## config.mk

```make
export PLATFORM = sky130hd
export DESIGN_NAME = nlec_classifier
export DESIGN_NICKNAME = d
export VERILOG_FILES = /design/src/pkg/nlec_pkg.sv /design/src/design/nlec_classifier.sv /design/src/design/nlec_tlp_check.sv
export SDC_FILE = /design/constraint.sdc
export NUM_CORES = 1
export LEC_CHECK = 0
export BUFFER_PORTS_ARGS = -buffer_cell sky130_fd_sc_hd__buf_2
export CAP_MARGIN = 25
export CORE_MARGIN = 2
export CORE_UTILIZATION = 39
export CTS_BUF_LIST = sky130_fd_sc_hd__clkbuf_4 sky130_fd_sc_hd__clkbuf_8
export DETAILED_ROUTE_END_ITERATION = 8
export GPL_TIMING_DRIVEN = 0
export MAX_ROUTING_LAYER = met4
export PLACE_DENSITY_LB_ADDON = 0.25
export SYNTH_ARGS = -nofsm -noshare
export SYNTH_HDL_FRONTEND = slang
export SYNTH_SLANG_ARGS = --single-unit
```

## constraint.sdc

```tcl
create_clock -name clock_in -period 2.18 [get_ports clock_in]
set_input_delay 0.436 -clock clock_in [delete_from_list [all_inputs] [get_ports clock_in]]
set_output_delay 0.436 -clock clock_in [all_outputs]
set_load 0.01 [all_outputs]
```

## src/pkg/nlec_pkg.sv

```systemverilog
// Shared types and constants for the link error classifier.
// Assumes one 25 MHz clock and a synchronous active-high reset.
package nlec_pkg;

    // ****************************************************************
    // Widths and encodings
    // ****************************************************************
    localparam int unsigned LEN_W        = 10;
    localparam int unsigned DW_W         = 11;
    localparam logic [2:0]  TC_ZERO      = 3'h0;
    localparam logic [1:0]  ATTR_ZERO    = 2'h0;
    localparam logic [LEN_W-1:0] LEN_ONE = 10'h001;
    // Header sizes in doublewords, without and with end-to-end CRC
    localparam logic [DW_W-1:0] RD_DW_NOCRC  = 11'h003;
    localparam logic [DW_W-1:0] RD_DW_CRC    = 11'h004;
    localparam logic [DW_W-1:0] WR_DW_NOCRC  = 11'h004;
    localparam logic [DW_W-1:0] WR_DW_CRC    = 11'h005;
    localparam logic [DW_W-1:0] MW32_HDR_CRC = 11'h004;
    localparam logic [DW_W-1:0] MW32_HDR_NOCRC = 11'h003;

    // Kinds of received transaction packets
    typedef enum logic [2:0] {
        NLEC_K_OTHER,
        NLEC_K_IO_RD,
        NLEC_K_IO_WR,
        NLEC_K_CFG_RD,
        NLEC_K_CFG_WR,
        NLEC_K_MEM_WR32,
        NLEC_K_CPL
    } nlec_kind_type;

    // Summary of one received transaction packet, given at its end
    typedef struct packed {
        logic             valid;
        logic             from_port;   // Arrived on a link, not internal
        logic             int_owned;   // Belongs to internal bridge or endpoint
        logic             ends_endb;
        logic             lcrc_bad;
        logic             lcrc_inverted;
        logic             seq_mismatch;
        logic             duplicate;
        logic             unexpected_cpl;
        logic             has_ecrc;
        nlec_kind_type    kind;
        logic [LEN_W-1:0] length;
        logic [2:0]       tc;
        logic [1:0]       attr;
        logic [DW_W-1:0]  dw_count;
    } nlec_tlp_type;

    // One-cycle detection strobes from physical and link layers
    typedef struct packed {
        logic bad_symbol;
        logic disparity;
        logic framing;
        logic decode;
        logic train_violation;
        logic bad_dllp;
        logic replay_timeout;
        logic replay_rollover;
        logic fc_init_violation;
        logic acknak_bad_seq;
    } nlec_link_evt_type;

    // Error class pulses toward external endpoint reporting
    typedef struct packed {
        logic correctable;
        logic nonfatal;
        logic fatal;
        logic discard;
    } nlec_err_type;

endpackage

```

## src/design/nlec_classifier.sv

```systemverilog
// Error classifier for the external endpoint of the bridge.
// Assumes event strobes and the packet summary come from the same clock.
// Limitation: one packet summary per cycle; events of one class merge.
`timescale 1ns/1ns

// Notes on behaviour
// - Symbol, disparity, framing and decode errors are correctable.
// - Link training protocol breaches are uncorrectable.
// - Packet ending ENDB with inverted LCRC is discarded silently.
// - Bad packet LCRC is correctable.
// - Unexpected non-duplicate sequence number is correctable.
// - Bad link packet, replay timeout, replay rollover are correctable.
// - Flow control initialisation violation is uncorrectable.
// - Ack/Nak for unknown sequence is uncorrectable.
// - All reports go toward the external root only.
// - Internally owned packet errors are left to their ingress stack.
// - End-to-end CRC on terminating packets is never checked.
// - Malformed packet is fatal; unexpected completion is non-fatal.
// - No flow control checks; receiver overflow ignored.
// - Never raise completer abort or completion timeout.
// - Malformed checks only on packets received at a port.
// - Length must be below the programmed max payload.
// - I/O and config reads: one dword, TC0, ATTR0, size 4 or 3.
// - I/O and config writes: one dword, TC0, ATTR0, size 5 or 4.
// - 32-bit memory write count is length plus four with CRC.
module nlec_classifier
    import nlec_pkg::*;
(
    input  wire logic                        clock_in,
    input  wire logic                        sys_rst_in,
    input  wire nlec_pkg::nlec_link_evt_type link_evt_in,
    input  wire nlec_pkg::nlec_tlp_type      tlp_in,
    input  wire logic [LEN_W-1:0]            max_payload_setting_in,
    output logic                             correctable_out,
    output logic                             nonfatal_out,
    output logic                             fatal_out,
    output logic                             discard_out,
    output logic                             report_external_out
);
    import nlec_pkg::*;

    // ****************************************************************
    // State
    // ****************************************************************
    // Only the class pulses are stored; nothing spans two packets
    typedef struct packed {
        nlec_err_type err;
    } nlec_state_type;

    nlec_state_type state_reg;
    nlec_state_type state_next;
    logic           malformed;
    logic           phys_corr;
    logic           dll_corr;
    logic           phys_uncorr;
    logic           dll_uncorr;
    logic           uncorr;
    logic           tlp_corr;
    logic           tlp_fatal;
    logic           tlp_nonfatal;
    logic           tlp_drop;
    logic           ext_tlp;

    // Length and shape checks
    nlec_tlp_check u_check (
        .tlp_in                 (tlp_in),
        .max_payload_setting_in (max_payload_setting_in),
        .malformed_out          (malformed)
    );

    // ****************************************************************
    // Classification
    // ****************************************************************
    // Priority per packet: discard, then link-level correctable, then
    // malformed or unexpected completion. A packet the link layer has
    // already rejected carries no trustworthy header, so its shape is
    // not judged. Link strobes are independent of the packet path and
    // may add a second class in the same cycle.
    // Classes merge so concurrent events of one class give one pulse
    always_comb begin
        ext_tlp = tlp_in.valid && !tlp_in.int_owned;
        phys_corr = link_evt_in.bad_symbol | link_evt_in.disparity
                    | link_evt_in.framing | link_evt_in.decode;
        dll_corr = link_evt_in.bad_dllp | link_evt_in.replay_timeout
                   | link_evt_in.replay_rollover;
        phys_uncorr = link_evt_in.train_violation;
        dll_uncorr = link_evt_in.fc_init_violation | link_evt_in.acknak_bad_seq;
        uncorr = phys_uncorr | dll_uncorr;
        tlp_drop = ext_tlp && tlp_in.ends_endb && tlp_in.lcrc_inverted;
        // bad LCRC; sequence mismatch not duplicate
        tlp_corr = ext_tlp && !tlp_drop
                   && (tlp_in.lcrc_bad
                       || (tlp_in.seq_mismatch && !tlp_in.duplicate));
        tlp_fatal = ext_tlp && !tlp_drop && !tlp_corr && tlp_in.from_port
                    && malformed;
        tlp_nonfatal = ext_tlp && !tlp_drop && !tlp_corr
                       && tlp_in.unexpected_cpl;
        // has_ecrc only sizes the packet; CRC is never compared
        // no flow control or overflow inputs exist
        // no abort or timeout class is produced
        // Copy first so a later field cannot be left unassigned
        state_next = state_reg;
        // Uncorrectable has no line of its own; it rides on non-fatal
        state_next.err.correctable = phys_corr | dll_corr | tlp_corr;
        state_next.err.nonfatal    = tlp_nonfatal | uncorr;
        state_next.err.fatal       = tlp_fatal;
        state_next.err.discard     = tlp_drop;
    end

    // ****************************************************************
    // Registers
    // ****************************************************************
    // Registered pulses; reset clears them so no stale class leaks out
    always_ff @(posedge clock_in) begin
        if (sys_rst_in) begin
            state_reg <= '0;
        end else begin
            state_reg <= state_next;
        end
    end

    // ****************************************************************
    // Outputs
    // ****************************************************************
    // separate pulse per class
    assign correctable_out = state_reg.err.correctable;
    assign nonfatal_out    = state_reg.err.nonfatal;
    assign fatal_out       = state_reg.err.fatal;
    assign discard_out     = state_reg.err.discard;
    assign report_external_out = 1'b1;

    // ****************************************************************
    // Assertions
    // ****************************************************************
    // Antecedents avoid the merge nets except in chk_train_not_corr and chk_corr_single, so a fault in the shared
    // merge logic still shows elsewhere; all checks but chk_reset_quiet sleep while reset is high.
    chk_phys_correctable: assert property (@(posedge clock_in) disable iff (sys_rst_in)
        (link_evt_in.decode | link_evt_in.framing) |=> correctable_out)
        else $error("physical error not correctable");

    chk_train_uncorr: assert property (@(posedge clock_in) disable iff (sys_rst_in)
        link_evt_in.train_violation |=> nonfatal_out)
        else $error("training violation not reported");

    chk_endb_silent: assert property (@(posedge clock_in) disable iff (sys_rst_in)
        (tlp_in.valid && !tlp_in.int_owned && tlp_in.ends_endb && tlp_in.lcrc_inverted
         && link_evt_in == '0) |=> (discard_out && !correctable_out && !fatal_out))
        else $error("nullified packet raised an error");

    chk_lcrc_corr: assert property (@(posedge clock_in) disable iff (sys_rst_in)
        (tlp_in.valid && !tlp_in.int_owned && tlp_in.lcrc_bad && !tlp_in.ends_endb)
        |=> correctable_out)
        else $error("bad LCRC not correctable");

    chk_dup_quiet: assert property (@(posedge clock_in) disable iff (sys_rst_in)
        (tlp_in.valid && tlp_in.seq_mismatch && tlp_in.duplicate && !tlp_in.lcrc_bad
         && link_evt_in == '0) |=> !correctable_out)
        else $error("duplicate packet flagged");

    chk_replay_corr: assert property (@(posedge clock_in) disable iff (sys_rst_in)
        link_evt_in.replay_rollover |=> correctable_out)
        else $error("replay rollover not correctable");

    chk_acknak_uncorr: assert property (@(posedge clock_in) disable iff (sys_rst_in)
        link_evt_in.acknak_bad_seq |=> nonfatal_out)
        else $error("ack/nak sequence not reported");

    chk_internal_skip: assert property (@(posedge clock_in) disable iff (sys_rst_in)
        (tlp_in.valid && tlp_in.int_owned && link_evt_in == '0)
        |=> !fatal_out && !correctable_out)
        else $error("internal packet checked");

    chk_malformed_fatal: assert property (@(posedge clock_in) disable iff (sys_rst_in)
        (tlp_in.valid && !tlp_in.int_owned && tlp_in.from_port && malformed
         && !tlp_in.lcrc_bad && !tlp_in.seq_mismatch && !tlp_in.ends_endb)
        |=> fatal_out)
        else $error("malformed packet not fatal");

    chk_no_port_check: assert property (@(posedge clock_in) disable iff (sys_rst_in)
        (tlp_in.valid && !tlp_in.from_port) |=> !fatal_out)
        else $error("internal move checked");

    chk_len_limit: assert property (@(posedge clock_in) disable iff (sys_rst_in)
        (tlp_in.valid && tlp_in.length >= max_payload_setting_in) |-> malformed)
        else $error("overlong packet passed");

    chk_pulse_single: assert property (@(posedge clock_in) disable iff (sys_rst_in)
        ($rose(fatal_out) && !(tlp_in.valid && malformed)) |=> !fatal_out)
        else $error("fatal pulse stretched");

    // Remaining physical strobes
    chk_symbol_corr: assert property (@(posedge clock_in) disable iff (sys_rst_in)
        (link_evt_in.bad_symbol | link_evt_in.disparity) |=> correctable_out)
        else $error("symbol error not correctable");

    // Training breach alone must not look correctable
    chk_train_not_corr: assert property (@(posedge clock_in) disable iff (sys_rst_in)
        (link_evt_in.train_violation && !phys_corr && !dll_corr && !tlp_in.valid)
        |=> !correctable_out)
        else $error("training violation marked correctable");

    // Bad link packet and replay timeout
    chk_dllp_corr: assert property (@(posedge clock_in) disable iff (sys_rst_in)
        (link_evt_in.bad_dllp | link_evt_in.replay_timeout) |=> correctable_out)
        else $error("link packet error not correctable");

    // Flow control start-up breach
    chk_fcinit_uncorr: assert property (@(posedge clock_in) disable iff (sys_rst_in)
        link_evt_in.fc_init_violation |=> nonfatal_out)
        else $error("flow control start-up breach not reported");

    // Out-of-order packet that is not a repeat
    chk_seq_corr: assert property (@(posedge clock_in) disable iff (sys_rst_in)
        (tlp_in.valid && !tlp_in.int_owned && tlp_in.seq_mismatch && !tlp_in.duplicate
         && !tlp_in.ends_endb) |=> correctable_out)
        else $error("sequence error not correctable");

    // Bad LCRC wins over any shape fault
    chk_lcrc_not_fatal: assert property (@(posedge clock_in) disable iff (sys_rst_in)
        (tlp_in.valid && !tlp_in.int_owned && tlp_in.lcrc_bad && !tlp_in.ends_endb)
        |=> !fatal_out)
        else $error("bad LCRC packet made fatal");

    // Stray completion on a clean external packet
    chk_unexp_nonfatal: assert property (@(posedge clock_in) disable iff (sys_rst_in)
        (tlp_in.valid && !tlp_in.int_owned && tlp_in.unexpected_cpl && !tlp_in.lcrc_bad
         && !tlp_in.seq_mismatch && !tlp_in.ends_endb) |=> nonfatal_out)
        else $error("unexpected completion not non-fatal");

    // Fatal only follows a packet taken at a port
    chk_fatal_cause: assert property (@(posedge clock_in) disable iff (sys_rst_in)
        fatal_out |-> ($past(tlp_in.valid) && $past(tlp_in.from_port)))
        else $error("fatal pulse without port packet");

    // Non-fatal needs a link breach or a stray completion
    chk_nonfatal_cause: assert property (@(posedge clock_in) disable iff (sys_rst_in)
        nonfatal_out |-> ($past(uncorr) || $past(tlp_in.unexpected_cpl)))
        else $error("non-fatal pulse without cause");

    // Dropped packet never also counts as fatal
    chk_drop_not_fatal: assert property (@(posedge clock_in) disable iff (sys_rst_in)
        discard_out |-> !fatal_out)
        else $error("dropped packet raised fatal");

    // Internally owned packets leave the other classes quiet too
    chk_internal_quiet: assert property (@(posedge clock_in) disable iff (sys_rst_in)
        (tlp_in.valid && tlp_in.int_owned && link_evt_in == '0)
        |=> (!nonfatal_out && !discard_out))
        else $error("internal packet classified");

    // In-limit packet of a kind with no shape rule passes
    chk_len_quiet: assert property (@(posedge clock_in) disable iff (sys_rst_in)
        (tlp_in.valid && tlp_in.kind == NLEC_K_OTHER
         && tlp_in.length < max_payload_setting_in) |=> !fatal_out)
        else $error("in-limit packet made fatal");

    // Read requests carry exactly one dword
    chk_rd_shape: assert property (@(posedge clock_in) disable iff (sys_rst_in)
        (tlp_in.valid && (tlp_in.kind == NLEC_K_IO_RD || tlp_in.kind == NLEC_K_CFG_RD)
         && tlp_in.length != LEN_ONE) |-> malformed)
        else $error("long read request passed");

    // Write requests use traffic class zero
    chk_wr_tc: assert property (@(posedge clock_in) disable iff (sys_rst_in)
        (tlp_in.valid && (tlp_in.kind == NLEC_K_IO_WR || tlp_in.kind == NLEC_K_CFG_WR)
         && tlp_in.tc != TC_ZERO) |-> malformed)
        else $error("write request class passed");

    // End-to-end CRC presence alone never spoils a packet
    chk_ecrc_ignored: assert property (@(posedge clock_in) disable iff (sys_rst_in)
        (tlp_in.valid && tlp_in.kind == NLEC_K_OTHER && tlp_in.has_ecrc
         && tlp_in.length < max_payload_setting_in) |-> !malformed)
        else $error("end-to-end CRC judged");

    // Reports always head for the external root
    chk_report_ext: assert property (@(posedge clock_in) disable iff (sys_rst_in)
        report_external_out)
        else $error("report not routed externally");

    // Correctable pulse drops when nothing new arrives
    chk_corr_single: assert property (@(posedge clock_in) disable iff (sys_rst_in)
        ($rose(correctable_out) && !phys_corr && !dll_corr && !tlp_corr) |=> !correctable_out)
        else $error("correctable pulse stretched");

    // Reset clears every class by the next edge
    chk_reset_quiet: assert property (@(posedge clock_in)
        sys_rst_in |=> !(correctable_out || nonfatal_out || fatal_out || discard_out))
        else $error("class pulse during reset");

    // ****************************************************************
    // Coverage
    // ****************************************************************
    // Each class seen at least once, plus an internally owned packet
    cov_fatal:   cover property (@(posedge clock_in) fatal_out);
    cov_nonfat:  cover property (@(posedge clock_in) nonfatal_out);
    cov_discard: cover property (@(posedge clock_in) discard_out);
    cov_corr:    cover property (@(posedge clock_in) correctable_out);
    cov_int:     cover property (@(posedge clock_in) tlp_in.valid && tlp_in.int_owned);
endmodule

```

## src/design/nlec_tlp_check.sv

```systemverilog
// Malformed-packet length and attribute check for one received packet.
// Assumes the packet summary is stable while valid is high.
`timescale 1ns/1ns
module nlec_tlp_check
    import nlec_pkg::*;
(
    input  wire nlec_pkg::nlec_tlp_type tlp_in,
    input  wire logic [LEN_W-1:0]       max_payload_setting_in,
    output logic                        malformed_out
);
    import nlec_pkg::*;

    // ****************************************************************
    // Combinational checks
    // ****************************************************************
    logic len_ok;
    logic small_ok;
    logic [DW_W-1:0] mw_expect;

    // Fixed small requests must carry one dword and default TC/ATTR
    always_comb begin
        len_ok    = tlp_in.length < max_payload_setting_in;
        small_ok  = (tlp_in.length == LEN_ONE) && (tlp_in.tc == TC_ZERO)
                    && (tlp_in.attr == ATTR_ZERO);
        mw_expect = DW_W'(tlp_in.length)
                    + (tlp_in.has_ecrc ? MW32_HDR_CRC : MW32_HDR_NOCRC);
        malformed_out = 1'b0;
        if (!len_ok) begin
            malformed_out = 1'b1;
        end
        unique case (tlp_in.kind)
            NLEC_K_IO_RD, NLEC_K_CFG_RD: begin
                if (!small_ok || tlp_in.dw_count !=
                    (tlp_in.has_ecrc ? RD_DW_CRC : RD_DW_NOCRC)) begin
                    malformed_out = 1'b1;
                end
            end
            NLEC_K_IO_WR, NLEC_K_CFG_WR: begin
                if (!small_ok || tlp_in.dw_count !=
                    (tlp_in.has_ecrc ? WR_DW_CRC : WR_DW_NOCRC)) begin
                    malformed_out = 1'b1;
                end
            end
            NLEC_K_MEM_WR32: begin
                if (tlp_in.dw_count != mw_expect) begin
                    malformed_out = 1'b1;
                end
            end
            default: begin
            end
        endcase
    end
endmodule

```

==> qor.txt <==
=================================================================================
Number of global-route vias before repair ..........................         1110
Number of standard cells after synthesis ...........................          123
Inserted Clock Buffers .............................................            3
First-pass GRT wire length .........................................      4210 um
Initial core utilization ...........................................        0.402
Synthesis-to-layout area growth ....................................        49.2%
Class of the worst hold path ....................................... primary input to register
Final clock period utilization by the worst path ...................        0.961
Maximum clock frequency ............................................      477 MHz
Detail-routed net length per standard cell .........................      12.0 um
Maximum fanout along the worst path ................................            3
H-tree depth .......................................................            1
Area of the core ...................................................    2430 um^2
Syn avg cell area ..................................................    7.94 um^2
Worst Min Path Start ...............................................   sys_rst_in
Status ............................................................. finished, final reports clean
Share of the synthesized area in the top cell type .................        0.166
Final hold violation count .........................................            0
Total count of max-transition violations in the final report .......            0
TritonCTS clock tree ...............................................         done
Required time of the worst setup path ..............................      2.28 ns
Sink Count .........................................................            4
Yosys cell types ...................................................           43
Initial DRC count ..................................................           15
Warning count from the yosys run ...................................            0
Count of endpoints failing setup in the final report ...............            0
GRT overflow .......................................................            0
Highest-count cells in the layout ignoring fill and taps ........... sky130_fd_sc_hd__buf_2 (63), sky130_fd_sc_hd__inv_1 (12), sky130_fd_sc_hd__ha_1 (11)
Maximum Capacitance Violations .....................................            0
Most common flop cell mapped by yosys .............................. sky130_fd_sc_hd__dfxtp_1
Pin count of the biggest net entering global routing ...............            9
Critical path data arrival time ....................................      2.20 ns
Dominant cells by area after synthesis ............................. sky130_fd_sc_hd__ha_1 (17%), sky130_fd_sc_hd__dfxtp_1 (8.2%), sky130_fd_sc_hd__xor2_1 (7.2%)
Commonest non-fill, non-tap cell in the layout ..................... sky130_fd_sc_hd__buf_2
Root buf cell ...................................................... sky130_fd_sc_hd__clkbuf_4
Routed Antenna Nets ................................................            0
Type of destination of the critical path ...........................     register
Minimum period implied by the final worst setup slack ..............      2.10 ns
Tot GR Track Use ...................................................        0.200
Max rail drop VDD ..................................................     0.171 mV
Net count of the finished layout ...................................          271
Post-route DRC .....................................................            0
Startpoint type of the worst setup path ............................ primary input
Setup repair after global routing missed its margin ................           no
Launch point of the worst path .....................................   tlp_in[29]
DRT Wirelength .....................................................      2680 um
Yosys top cell by area ............................................. sky130_fd_sc_hd__ha_1
Routability-driven placement congestion ratio ......................        0.793
Num ports ..........................................................           66
Count of standard-cell rows ........................................           18
Post-synthesis cell area ...........................................     977 um^2
Die Footprint ......................................................    2920 um^2
Routed via count divided by cell count .............................         5.37
Via count ..........................................................         1203
CTS max path bufs ..................................................            2
Post-synthesis register bit count ..................................            4
Diode count ........................................................            0
Power density over the cells .......................................  279 nW/um^2
Total design power .................................................     0.407 mW
Portion of the post-synthesis area used by sequential elements .....       0.0819
Post-synthesis net count ...........................................          198
Start-to-end type of the worst setup path .......................... primary input to register
Number of flops mapped to enable cells by yosys ....................            0
Register clock-pin slew on the reported worst setup and hold paths .      0.04 ns
Count of buffers inserted at the top-level ports ...................           64
Die width ..........................................................      54.1 um
Worst Hold Margin ..................................................     0.420 ns
Share of layout cells above drive strength 1 .......................        0.443
Hold depth .........................................................            2
Share of flip-flops with an asynchronous set or reset ..............            0
Sum of net half-perimeters after detailed placement ................      2260 um
Die Y ..............................................................      54.1 um
DR pass1 iterations ................................................            4
Number of antenna violations at the first check in global routing ..            0
Leak pwr ...........................................................     0.730 nW
=================================================================================
## per-layer routing
metal	share of wire	track usage	wire, um
met3	0.090	0.0139	242
met5	0	-	0
met2	0.51	0.372	1370
met4	0.015	0.104	40
met1	0.39	0.208	1030
## state kept, by name, summed over array words and instances, names as in the netlist
name / count
discard_out: 1
fatal_out: 1
correctable_out: 1
nonfatal_out: 1
## critical path, stage by stage
cell and delay [ns]:
sky130_fd_sc_hd__buf_8 0.09, sky130_fd_sc_hd__inv_4 0.04, sky130_fd_sc_hd__buf_4 0.12, sky130_fd_sc_hd__ha_1 0.27, sky130_fd_sc_hd__and3_4 0.16, sky130_fd_sc_hd__o21ai_4 0.16
sky130_fd_sc_hd__mux2i_1 0.10, sky130_fd_sc_hd__o311a_1 0.40, sky130_fd_sc_hd__a2111oi_4 0.33, sky130_fd_sc_hd__o22ai_1 0.10
## power by group
part / switching (mW) / internal, mW / total, mW / leakage, nW
clock network: 0.0276 / 0.0614 / 0.0890 / 0.0138
registers: 0.000484 / 0.0765 / 0.0770 / 0.0330
logic: 0.117 / 0.124 / 0.241 / 0.684
## Yosys cell counts, types with 2 or more instances
library cell / number
sky130_fd_sc_hd__a2111oi_0: 2
sky130_fd_sc_hd__a211oi_1: 2
sky130_fd_sc_hd__a21o_1: 2
sky130_fd_sc_hd__a21oi_1: 5
sky130_fd_sc_hd__dfxtp_1: 4
sky130_fd_sc_hd__ha_1: 13
sky130_fd_sc_hd__inv_1: 14
sky130_fd_sc_hd__mux2i_1: 4
sky130_fd_sc_hd__nand2_1: 5
sky130_fd_sc_hd__nand2b_1: 3
sky130_fd_sc_hd__nand3b_1: 3
sky130_fd_sc_hd__nand4_1: 3
sky130_fd_sc_hd__nor2_1: 6
sky130_fd_sc_hd__nor2b_1: 2
sky130_fd_sc_hd__nor3_1: 7
sky130_fd_sc_hd__nor3b_1: 3
sky130_fd_sc_hd__nor4_1: 6
sky130_fd_sc_hd__o21ai_0: 3
sky130_fd_sc_hd__o311a_1: 2
sky130_fd_sc_hd__xnor2_1: 4
sky130_fd_sc_hd__xor2_1: 8
## layout make-up
| class | instances | area [um^2] |
|---|---|---|
| tap | 30 | 37.5 |
| sequential | 4 | 80.1 |
| multi-input combinational | 104 | 895 |
| inverter | 14 | 55.1 |
| clock buffer | 3 | 22.5 |
| buffer | 1 | 7.51 |
| timing repair buffer | 68 | 360 |
| fill | 216 | 975 |
## worst paths after layout
path                         end  slack, ns
max         fatal_out$_SDFF_PP0_       0.08
min   correctable_out$_SDFF_PP0_       0.42
## kinds of logic (layout without fill, tap and decap cells)
group | after synthesis | after routing | share of synthesized area
AOI/OAI and AO/OA | 28 | 28 | 0.236
xor gates and xnor gates | 12 | 12 | 0.108
adders and majority gates | 14 | 14 | 0.187
buffers and inverters | 15 | 86 | 0.0615
DFF | 4 | 4 | 0.0819
muxes | 4 | 4 | 0.0410
other | 1 | 1 | 0.00384
and+or+nand+nor | 45 | 45 | 0.282
## per-stage QoR
stage               worst slack (ns)  std cells   util  instance area, um^2  TNS, ns
finish                        0.0850        224  0.599                 1460        0
global placement              -0.281        217  0.551                 1340   -0.281
CTS                          -0.0151        223  0.579                 1410  -0.0151
detailed placement            -0.355        217  0.551                 1340   -0.355
global route                  0.0115        224  0.599                 1460        0
floorplan                     0.0428        123      -                  982        0
## repair_timing
| item | in CTS | in global routing |
|---|---|---|
| hold buffers | 0 | 0 |
| endpoints found under the hold margin | 0 | 0 |
| endpoints found under the setup margin | 1 | 1 |
| pin swaps | 7 | 6 |
| setup buffers | 3 | 1 |
| cloned | 0 | 0 |
| gates resized for setup | 7 | 5 |
Note: power is estimated with default switching activity, not from simulation.
